### src/design/bfd_cfg.svh
// Purpose: Offsets, field positions, reset values and timing counts
// Assumes: 16-bit registers on a plain address/strobe port
// Notes:   Definitions only
`ifndef BFD_CFG_SVH
`define BFD_CFG_SVH

// ----------------------------------------------------------------------
// Register offsets
// ----------------------------------------------------------------------
`define BFD_ADDR_W 10
`define BFD_OFS_OUT5_LEVEL 10'h1_CC
`define BFD_OFS_SUPPLY_SEL 10'h2_88
`define BFD_OFS_SHORT_LEVEL 10'h2_8A
`define BFD_OFS_STATE_MON 10'h2_A4
`define BFD_OFS_DUTY_MON 10'h2_A6
`define BFD_OFS_IRQ_STATUS 10'h3_00
`define BFD_OFS_IRQ_ENABLE 10'h3_02
`define BFD_OFS_IRQ_CLEAR 10'h3_04

// ----------------------------------------------------------------------
// Reset values
// ----------------------------------------------------------------------
`define BFD_RST_OUT5_LEVEL 16'h0_FFF
`define BFD_RST_SUPPLY_SEL 16'h0_1C0
`define BFD_RST_SHORT_LEVEL 16'h2_882

// ----------------------------------------------------------------------
// Field positions
// ----------------------------------------------------------------------
`define BFD_LEVEL_MSB 11
`define BFD_SHORT_OFF_BIT 15
`define BFD_SUPPLY_MSB 15
`define BFD_SUPPLY_LSB 10
`define BFD_THR_MSB 11
`define BFD_THR_LSB 9
`define BFD_STATE_MSB 4

// ----------------------------------------------------------------------
// Interrupt bits
// ----------------------------------------------------------------------
`define BFD_IRQ_W 3
`define BFD_IRQ_SHORT 0
`define BFD_IRQ_STATE 1
`define BFD_IRQ_DUTY 2

// ----------------------------------------------------------------------
// Timing
// ----------------------------------------------------------------------
`define BFD_CLK_MHZ 200
`define BFD_DUTY_WIN_US 10
`define BFD_DUTY_WIN_CYC (`BFD_DUTY_WIN_US * `BFD_CLK_MHZ)

`endif

### src/design/bfd_pkg.sv
// Purpose: Types shared by the diagnostics register bank
// Assumes: Nothing
// Notes:   Constants live in bfd_cfg.svh
package bfd_pkg;

    typedef enum logic [4:0] {
        BFD_ST_RESET = 5'h0_0,
        BFD_ST_REGULATOR = 5'h0_1,
        BFD_ST_NVM_READ = 5'h0_2,
        BFD_ST_STANDBY = 5'h0_3,
        BFD_ST_BOOST_FIRST = 5'h0_4,
        BFD_ST_BOOST_LAST = 5'h0_C,
        BFD_ST_NORMAL = 5'h0_D,
        BFD_ST_DISCHARGE = 5'h0_E,
        BFD_ST_SHUTDOWN = 5'h0_F,
        BFD_ST_ERROR_RESTORE = 5'h1_0,
        BFD_ST_ALL_FAILED = 5'h1_1
    } bfd_state_e;

    typedef logic [15:0] bfd_word_t;

endpackage

### src/design/bfd_duty_meter.sv
// Purpose: Measures the duty cycle of the brightness input
// Assumes: Input already synchronised to clk
// Notes:   Result is high time over a fixed window, scaled to 16 bits
`timescale 1ns/1ps
`include "bfd_cfg.svh"
module bfd_duty_meter
    import bfd_pkg::*;
(
    input wire logic clk,
    input wire logic arst_n,
    input wire logic pwm_in,
    output logic [15:0] duty_code,
    output logic duty_update
);
    localparam int WIN = `BFD_DUTY_WIN_CYC;
    logic [15:0] win_cnt_ff;
    logic [15:0] nxt_win_cnt;
    logic [15:0] high_cnt_ff;
    logic [15:0] nxt_high_cnt;
    logic [15:0] duty_ff;
    logic [15:0] nxt_duty;
    logic upd_ff;
    logic nxt_upd;
    logic [31:0] scaled;

    always_comb begin
        nxt_win_cnt = win_cnt_ff + 16'h0_001;
        nxt_high_cnt = high_cnt_ff + {15'h0_000, pwm_in};
        nxt_duty = duty_ff;
        nxt_upd = 1'b0;
        scaled = ({16'h0_000, nxt_high_cnt} * 32'h0000_FFFF) / 32'(WIN);
        if (win_cnt_ff == 16'(WIN - 1)) begin
            nxt_win_cnt = 16'h0_000;
            nxt_high_cnt = 16'h0_000;
            nxt_duty = scaled[15:0];
            nxt_upd = 1'b1;
        end
    end

    always_ff @(posedge clk or negedge arst_n) begin
        if (!arst_n) begin
            win_cnt_ff <= 16'h0_000;
            high_cnt_ff <= 16'h0_000;
            duty_ff <= 16'h0_000;
            upd_ff <= 1'b0;
        end else begin
            win_cnt_ff <= nxt_win_cnt;
            high_cnt_ff <= nxt_high_cnt;
            duty_ff <= nxt_duty;
            upd_ff <= nxt_upd;
        end
    end

    assign duty_code = duty_ff;
    assign duty_update = upd_ff;
endmodule // bfd_duty_meter

### src/design/bfd_regs.sv
// Purpose: Output 5 level, supply select, short threshold and diagnostics
// Assumes: Plain register port, read data one cycle after read strobe
// Notes:   Short compare results and live state come from analog/core
//
// Design decision made here: strobed register access.
`timescale 1ns/1ps
`include "bfd_cfg.svh"

module bfd_regs
    import bfd_pkg::*;
(
    input wire logic clk,
    input wire logic arst_n,
    input wire logic [9:0] reg_addr,
    input wire logic [15:0] reg_wdata,
    input wire logic reg_wr,
    input wire logic reg_rd,
    output logic [15:0] reg_rdata,
    input wire logic driver_enable,
    input wire logic [5:0] short_above_thr,
    input wire logic [4:0] live_state_in,
    input wire logic pwm_pin,
    output logic [11:0] output5_sink_level,
    output logic output5_short_check_off,
    output logic [5:0] external_supply_select,
    output logic [2:0] short_detect_voltage_sel,
    output logic [5:0] short_fault,
    output logic irq
);
    // ------------------------------------------------------------------
    // Input synchronisers
    // ------------------------------------------------------------------
    logic pwm_sync;
    logic [4:0] state_sync;
    logic [5:0] short_sync;
    logic drv_en_sync;

    bfd_sync2 u_sync_pwm (
        .clk(clk),
        .arst_n(arst_n),
        .async_in(pwm_pin),
        .sync_out(pwm_sync)
    );
    bfd_sync2 u_sync_en (
        .clk(clk),
        .arst_n(arst_n),
        .async_in(driver_enable),
        .sync_out(drv_en_sync)
    );
    for (genvar i = 0; i < 5; i++) begin : g_state_sync
        bfd_sync2 u_sync_st (
            .clk(clk),
            .arst_n(arst_n),
            .async_in(live_state_in[i]),
            .sync_out(state_sync[i])
        );
    end
    for (genvar i = 0; i < 6; i++) begin : g_short_sync
        bfd_sync2 u_sync_sh (
            .clk(clk),
            .arst_n(arst_n),
            .async_in(short_above_thr[i]),
            .sync_out(short_sync[i])
        );
    end

    // ------------------------------------------------------------------
    // Duty measurement
    // ------------------------------------------------------------------
    logic [15:0] duty_code;
    logic duty_update;

    bfd_duty_meter u_duty (
        .clk(clk),
        .arst_n(arst_n),
        .pwm_in(pwm_sync),
        .duty_code(duty_code),
        .duty_update(duty_update)
    );

    // ------------------------------------------------------------------
    // Registers
    // ------------------------------------------------------------------
    bfd_word_t out5_ff, nxt_out5;
    bfd_word_t supply_ff, nxt_supply;
    bfd_word_t thr_ff, nxt_thr;
    logic [4:0] state_ff, nxt_state;
    logic [4:0] state_prev_ff, nxt_state_prev;
    bfd_word_t duty_ff, nxt_duty;
    logic [5:0] fault_ff, nxt_fault;
    logic [2:0] ists_ff, nxt_ists;
    logic [2:0] ien_ff, nxt_ien;
    bfd_word_t rdata_ff, nxt_rdata;
    logic irq_ff, nxt_irq;
    logic [5:0] check_off;
    logic [2:0] events;
    logic [2:0] clr;

    always_comb begin
        check_off = 6'h00;
        check_off[5] = out5_ff[`BFD_SHORT_OFF_BIT];
        nxt_out5 = out5_ff;
        nxt_supply = supply_ff;
        nxt_thr = thr_ff;
        nxt_ien = ien_ff;
        clr = 3'h0;
        if (reg_wr) begin
            case (reg_addr)
                `BFD_OFS_OUT5_LEVEL: nxt_out5 = reg_wdata;
                `BFD_OFS_SUPPLY_SEL: nxt_supply = reg_wdata;
                `BFD_OFS_SHORT_LEVEL: nxt_thr = reg_wdata;
                `BFD_OFS_IRQ_ENABLE: nxt_ien = reg_wdata[2:0];
                `BFD_OFS_IRQ_CLEAR: clr = reg_wdata[2:0];
                default: ;
            endcase
        end
        nxt_state_prev = state_sync;
        nxt_state = (state_sync == state_prev_ff) ? state_sync : state_ff;
        nxt_duty = duty_update ? duty_code : duty_ff;
        nxt_fault = drv_en_sync ? (short_sync & ~check_off) : 6'h00;
        events[`BFD_IRQ_SHORT] = |(nxt_fault & ~fault_ff);
        events[`BFD_IRQ_STATE] = (nxt_state != state_ff);
        events[`BFD_IRQ_DUTY] = duty_update && (duty_code != duty_ff);
        nxt_ists = (ists_ff & ~clr) | events;
        nxt_irq = |(nxt_ists & nxt_ien);
        nxt_rdata = 16'h0_000;
        if (reg_rd) begin
            case (reg_addr)
                `BFD_OFS_OUT5_LEVEL: nxt_rdata = out5_ff;
                `BFD_OFS_SUPPLY_SEL: nxt_rdata = supply_ff;
                `BFD_OFS_SHORT_LEVEL: nxt_rdata = thr_ff;
                `BFD_OFS_STATE_MON: nxt_rdata = {11'h000, state_ff};
                `BFD_OFS_DUTY_MON: nxt_rdata = duty_ff;
                `BFD_OFS_IRQ_STATUS: nxt_rdata = {13'h0000, ists_ff};
                `BFD_OFS_IRQ_ENABLE: nxt_rdata = {13'h0000, ien_ff};
                default: nxt_rdata = 16'h0_000;
            endcase
        end
    end

    always_ff @(posedge clk or negedge arst_n) begin
        if (!arst_n) begin
            out5_ff <= `BFD_RST_OUT5_LEVEL;
            supply_ff <= `BFD_RST_SUPPLY_SEL;
            thr_ff <= `BFD_RST_SHORT_LEVEL;
            state_ff <= 5'h00;
            state_prev_ff <= 5'h00;
            duty_ff <= 16'h0_000;
            fault_ff <= 6'h00;
            ists_ff <= 3'h0;
            ien_ff <= 3'h0;
            rdata_ff <= 16'h0_000;
            irq_ff <= 1'b0;
        end else begin
            out5_ff <= nxt_out5;
            supply_ff <= nxt_supply;
            thr_ff <= nxt_thr;
            state_ff <= nxt_state;
            state_prev_ff <= nxt_state_prev;
            duty_ff <= nxt_duty;
            fault_ff <= nxt_fault;
            ists_ff <= nxt_ists;
            ien_ff <= nxt_ien;
            rdata_ff <= nxt_rdata;
            irq_ff <= nxt_irq;
        end
    end

    // ------------------------------------------------------------------
    // Outputs
    // ------------------------------------------------------------------
    assign reg_rdata = rdata_ff;
    assign output5_sink_level = out5_ff[`BFD_LEVEL_MSB:0];
    assign output5_short_check_off = out5_ff[`BFD_SHORT_OFF_BIT];
    assign external_supply_select = supply_ff[`BFD_SUPPLY_MSB:`BFD_SUPPLY_LSB];
    assign short_detect_voltage_sel = thr_ff[`BFD_THR_MSB:`BFD_THR_LSB];
    assign short_fault = fault_ff;
    assign irq = irq_ff;
endmodule // bfd_regs

### src/design/bfd_sync2.sv
// Purpose: Two-stage synchroniser for one level
// Assumes: Input is asynchronous to clk
// Notes:   First stage feeds only the second
`timescale 1ns/1ps
module bfd_sync2 (
    input wire logic clk,
    input wire logic arst_n,
    input wire logic async_in,
    output logic sync_out
);
    logic meta_ff;
    logic sync_ff;

    always_ff @(posedge clk or negedge arst_n) begin
        if (!arst_n) begin
            meta_ff <= 1'b0;
            sync_ff <= 1'b0;
        end else begin
            meta_ff <= async_in;
            sync_ff <= meta_ff;
        end
    end

    assign sync_out = sync_ff;
endmodule // bfd_sync2

### config.mk
export PLATFORM = sky130hd
export DESIGN_NAME = bfd_regs
export DESIGN_NICKNAME = d
export VERILOG_FILES = /design/src/design/bfd_pkg.sv /design/src/design/bfd_duty_meter.sv /design/src/design/bfd_regs.sv /design/src/design/bfd_sync2.sv
export VERILOG_INCLUDE_DIRS = /design/src /design/src/design
export SDC_FILE = /design/constraint.sdc
export NUM_CORES = 1
export LEC_CHECK = 0
export ABC_AREA = 1
export BUFFER_PORTS_ARGS = -buffer_cell sky130_fd_sc_hd__clkbuf_2
export CORE_ASPECT_RATIO = 2
export CORE_MARGIN = 8
export CORE_UTILIZATION = 65
export CTS_BUF_LIST = sky130_fd_sc_hd__clkbuf_8
export DETAILED_ROUTE_END_ITERATION = 8
export GPL_TIMING_DRIVEN = 0
export PLACE_DENSITY = 0.94
export SETUP_SLACK_MARGIN = 0.05
export SLEW_MARGIN = 10
export SYNTH_ARGS = -nofsm -noshare
export SYNTH_HDL_FRONTEND = slang
export SYNTH_SLANG_ARGS = --single-unit
### constraint.sdc
create_clock -name clk -period 48 [get_ports clk]
set_input_delay 9.6 -clock clk [delete_from_list [all_inputs] [get_ports clk]]
set_output_delay 9.6 -clock clk [all_outputs]
set_load 0.02 [all_outputs]
=== Word level (Yosys, flattened, before mapping) ===
Cells that the tools add are included.

* Divide/modulo/power cells: 1
* Eq/ne operators: 12
* Bitwise gates (word level): 8
* Add/subtract/negate cells: 2
* Reduce and logical (&&, ||, !) cells: 6
* Mux-type cells: 11
* Multiply operators: 1

{| class="wikitable"
|+ Operators by type and width
! cell !! count
|-
| $pmux 16 s7 || 1
|-
| $eq 10x10->1 const B || 7
|-
| $mux 16 || 3
|-
| $div 32x11->32 const B || 1
|-
| $mul 16x16->32 const B || 1
|-
| $add 16x1->16 || 1
|-
| $add 16x1->16 const B || 1
|-
| $eq 16x11->1 const B || 1
|-
| $ne 16x16->1 || 1
|-
| $and 6x6->6 || 2
|-
| $mux 3 || 4
|-
| $not 6->6 || 2
|-
| $eq 10x9->1 const B || 1
|-
| $and 3x3->3 || 2
|-
| $mux 6 || 1
|-
| $reduce_and 2->1 || 3
|-
| $reduce_or 6->1 || 1
|-
| $eq 5x5->1 || 1
|-
| $mux 5 || 1
|-
| $ne 5x5->1 || 1
|-
| $not 3->3 || 1
|-
| $or 3x3->3 || 1
|-
| $reduce_or 3->1 || 1
|-
| $logic_and 1x1->1 || 1
|-
| $mux 1 || 1
|}

* Register bits: 178

=== Logic depth before layout (Yosys ltp) ===
* Word-level depth: 8
* Gate-level depth with buffers: 166

=== By module ===
From an unflattened synthesis, not the netlist that was laid out.

* Cells, all modules: 2607
* Area total of the unflattened synthesis: 19094.6 µm²

{| class="wikitable"
|+ Modules (own cells, without submodules)
! module !! sequential area each (µm²) !! cells an instance !! area each (µm²) !! instances
|-
| bfd_duty_meter || 1226.2 || 1975 || 13449.1 || 1
|-
| bfd_regs || 2601.2 || 606 || 4994.8 || 1
|-
| bfd_sync2 || 50.0 || 2 || 50.0 || 13
|}

=== Worst setup path before layout ===
OpenSTA, ideal clock, no wires.

* Path type: flip-flop to flip-flop
* Start: register u_sync_pwm.sync_ff, in the netlist u_sync_pwm.sync_out
* End: register u_duty.duty_ff[0], in the netlist u_duty.duty_code[0]
* Path slack: 31.722 ns
* Library setup time: 0.116 ns
* Cell stages (with the launch flop): 144
* Required time: 47.884 ns
* Buffers on the path: 0
* Arrival: 16.162 ns
* Cells stage by stage: dfrtp_1 > ha_1 > nand3_1 > nor3_1 > inv_1 > nor3_1 > inv_1 > nor3_1 > inv_1 > nor3_1 > nand3_1 > xor2_1 > inv_1 > fa_1 > fa_1 > xor2_1 > ha_1 > fa_1 > [108 not listed] > nor2_1 > o21ai_2 > nand3_2 > inv_2 > o211ai_1 > nand2_1 > nor2_1 > nand3_1 > nand2_1 > nand2_1 > nand2_1 > nand2_1 > nand2_1 > inv_2 > nand3_1 > nand2_1 > nand2_1 > nand2_1

* Longest elaborated chain between the ends: 3

{| class="wikitable"
|+ RTL lines
! element !! line !! text
|-
| start, declared || bfd_sync2.sv:12 || <nowiki>logic sync_ff;</nowiki>
|-
| start signal, assigned || bfd_sync2.sv:20 || <nowiki>sync_ff <= meta_ff;</nowiki>
|-
| $add 16x1->16 || bfd_duty_meter.sv:28 || <nowiki>nxt_high_cnt = high_cnt_ff + {15'h0_000, pwm_in};</nowiki>
|-
| $mul 16x16->32 || bfd_duty_meter.sv:31 || <nowiki>scaled = ({16'h0_000, nxt_high_cnt} * 32'h0000_FFFF) / 32'(WIN);</nowiki>
|-
| $div 32x11->32 || bfd_duty_meter.sv:31 ||
|-
| end signal, assigned || bfd_duty_meter.sv:49 || <nowiki>duty_ff <= nxt_duty;</nowiki>
|-
| end, declared || bfd_duty_meter.sv:20 || <nowiki>logic [15:0] duty_ff;</nowiki>
|}

Every way passes these cells.
A chain may end at the register's enable or synchronous reset.

=== Final worst setup path ===
Same ends and word-level chain as after synthesis.

==> impl_metrics.json <==
{
  "status": "completed",
  "hold_ws_ps": 353,
  "ys_seq_area_share_pct": 23.8,
  "final_nets": 2900,
  "firstDrtPassIters": 7,
  "period_needed_ps": 19800,
  "slew_viol_final": 0,
  "io_buffer_count": 87,
  "drt_iter0_drc": 935,
  "core_area_sq_um": 28700,
  "synth_most_common_cell": "nand2_1",
  "yosys-top-cells-count": "559 x nand2_1, 444 x inv_1, 174 x nor2_1",
  "synthFlopType": "dfrtp_1",
  "syn_area_per_cell_sq_um": 7.45,
  "final.setup.worst_slack_ps": 28200,
  "yosys.area.top_type_share_pct": 21.1,
  "cts_hold_buf": 0,
  "cts_root_buf": "clkbuf_8",
  "fmax_mhz": 50.5,
  "vias_per_cell": 5.61,
  "skew_ps": 15.3,
  "crit_path_end_kind": "flip-flop",
  "clkSlewWorstSetupHoldPaths_ps": 110,
  "start_kind": "flip-flop",
  "cts.sinks": 178,
  "required_ps": 48420,
  "die_w_um": 136,
  "cts_tree": "built",
  "ys_ff_latch": 178,
  "gr-total-overflow": 0,
  "wirelength_um": 49200,
  "setup_tns_ps": 0,
  "crit_buf_inv": 21,
  "rsz0062_at_grt": "false",
  "gp_congestion": 0.994,
  "clk_path_buf_depth": 2,
  "grt_pass1_wl_um": 80300,
  "yosysWarnings": 0,
  "cts_setup_buffers": 0,
  "wl_per_cell_um": 16.3,
  "pre_cts_ws_ps": 28740,
  "synth_area_leaders": "dfrtp_1 21%, fa_1 11%, nand2_1 11%",
  "dieArea_sq_um": 35000,
  "hold_viol": 0,
  "async_flop_share_pct": 100,
  "critical_path.slowest_cell": "xor2_1",
  "vias": 16900,
  "antenna_found_initial": 1,
  "netlist_instances": 2532,
  "netlist_area_sq_um": 18900,
  "cts_buffers": 17,
  "htreeDepth": 4,
  "max_slew.worst_pin.slew_ps": 953,
  "cp_slowest_stage_delay_ps": 790,
  "synth_edf_count": 0,
  "drc": 0,
  "fillers": 2202,
  "max-slew-margin-rel_pct": 36.3,
  "yosysUniqueCellTypes": 64,
  "synth_nets": 2793,
  "crit_arrival_ps": 20220,
  "grt_pass1_vias": 17800,
  "grt_max_degree": 110,
  "initial_core_util_pct": 65.6,
  "yosys.area.top_type": "dfrtp_1",
  "clk_latency_ps": 480,
  "hpwl_um": 41000,
  "num_rows": 88,
  "track_usage_pct": 28.7,
  "antenna_left": 0,
  "die_y_um": 257,
  "critical_path.top_delay_family": "simple AND/OR/NAND/NOR gates",
  "path_common_cell": "nand2_1",
  "drive_gt1_share_pct": 19.3,
  "cts_resized": 0,
  "reg2reg_slack_ps": 28200,
  "io_pins": 88,
  "crit_type": "reg -> reg",
  "path_max_fanout": 9,
  "min-delay-path-class": "reg -> reg",
  "final_area_sq_um": 20200,
  "period_share_pct": 41.3,
  "setup-violations-final": 0,
  "place_area_sq_um": 19800,
  "cap_violations": 0,
  "area.growth.synth_to_final_pct": 7.15
}
through the flow:
step	std cells	utilization [%]
final	3013	70.3
after global routing	3013	70.3
after CTS	3012	70.3
after detailed placement	2980	68.8
after global placement	2979	68.7
after floorplan	2532	-
logic make-up after synthesis:
| logic type | after synthesis | share of synthesized area (%) |
|---|---|---|
| mux | 2 | 0.119 |
| compound gates | 271 | 9.01 |
| simple gates | 1205 | 31.8 |
| xor+xnor | 104 | 4.91 |
| flops | 178 | 23.8 |
| fa+ha+maj | 218 | 18.8 |
| buf+inv | 554 | 11.6 |
final cells by class:
type / count / area [sq um] / area share, %
multi-input cells: 1800 / 12200 / 60.3
flip-flops and latches: 178 / 4480 / 22.2
inverters: 512 / 1940 / 9.59
repair buffers: 88 / 472 / 2.34
well taps: 360 / 450 / 2.23
plain buffers: 42 / 251 / 1.25
clock buffers: 17 / 234 / 1.16
clock inverters: 15 / 189 / 0.935
diodes: 1 / 2.50 / 0.0124
state kept, by name, summed over array words and instances (netlist names), 3 cells and up:
| signal | count |
|---|---|
| u_duty.high_cnt_ff | 16 |
| u_duty.duty_code | 16 |
| reg_rdata | 16 |
| short_fault | 6 |
| g_state_sync.u_sync_st.meta_ff | 5 |
| g_short_sync.u_sync_sh.sync_out | 6 |
| g_state_sync.u_sync_st.sync_out | 5 |
| ien_ff | 3 |
| thr_ff | 16 |
| ists_ff | 3 |
| state_ff | 5 |
| u_duty.win_cnt_ff | 16 |
| duty_ff | 16 |
| supply_ff | 16 |
| state_prev_ff | 5 |
| out5_ff | 16 |
| g_short_sync.u_sync_sh.meta_ff | 6 |
cells in the final DEF (no fill, tap or decap), types with 5 or more instances in the layout:
cell type  Yosys  routed
inv_2         49      49
nand3_1      148     148
a31o_2         5       5
o21ai_0       94      94
nand4_1       29      29
nor4_1         9       9
dfstp_2       19      19
nand3_4        7       7
nor3_1        21      21
nor2_2        33      33
fa_1         108     108
inv_1        444     444
buf_4         21      21
nand3b_1       5       5
clkinv_1      11      11
clkbuf_8       0      18
ha_1         110     110
clkbuf_1      19      19
nand2_2      120     120
clkbuf_2       0      86
o211ai_1       5       5
dfrtp_1      159     159
nor2_4        15      15
a21o_1         6       6
nand3_2       38      38
a41oi_1        9       9
o21ai_2       19      19
a31oi_1       11      11
nand2_1      559     559
xor2_1        79      79
nand2_4       33      33
a221oi_1       9       9
xnor2_1       23      23
nor2_1       174     174
o21bai_2       6       6
o21bai_1       8       8
a21oi_1       45      45
o21ai_1       37      37
routing by layer:
metal  track usage, %  up-vias  wire, um
li1                 -     8098         -
met3             3.23      242      1790
met4             24.0        0      3890
met2             55.9      605     28100
met5                0        -         0
met1             24.7     7968     15500
final timing paths:
check / from / cells after the start / to
min in group asynchronous: arst_n / 1 / g_state_sync[0].u_sync_st.sync_out$_DFF_PN0_
max in group asynchronous: arst_n / 2 / out5_ff[7]$_DFFE_PN1P_
worst max register to register: u_sync_pwm.sync_out$_DFF_PN0_ / 134 / u_duty.duty_code[0]$_DFFE_PN0P_
worst min-delay path: g_state_sync[2].u_sync_st.meta_ff$_DFF_PN0_ / 0 / g_state_sync[2].u_sync_st.sync_out$_DFF_PN0_
worst min register to register: g_state_sync[2].u_sync_st.meta_ff$_DFF_PN0_ / 0 / g_state_sync[2].u_sync_st.sync_out$_DFF_PN0_
worst max-delay path: u_sync_pwm.sync_out$_DFF_PN0_ / 134 / u_duty.duty_code[0]$_DFFE_PN0P_
Power is not shown: default switching activity piles up to over one toggle a cycle in this logic, so the estimate is an artifact.
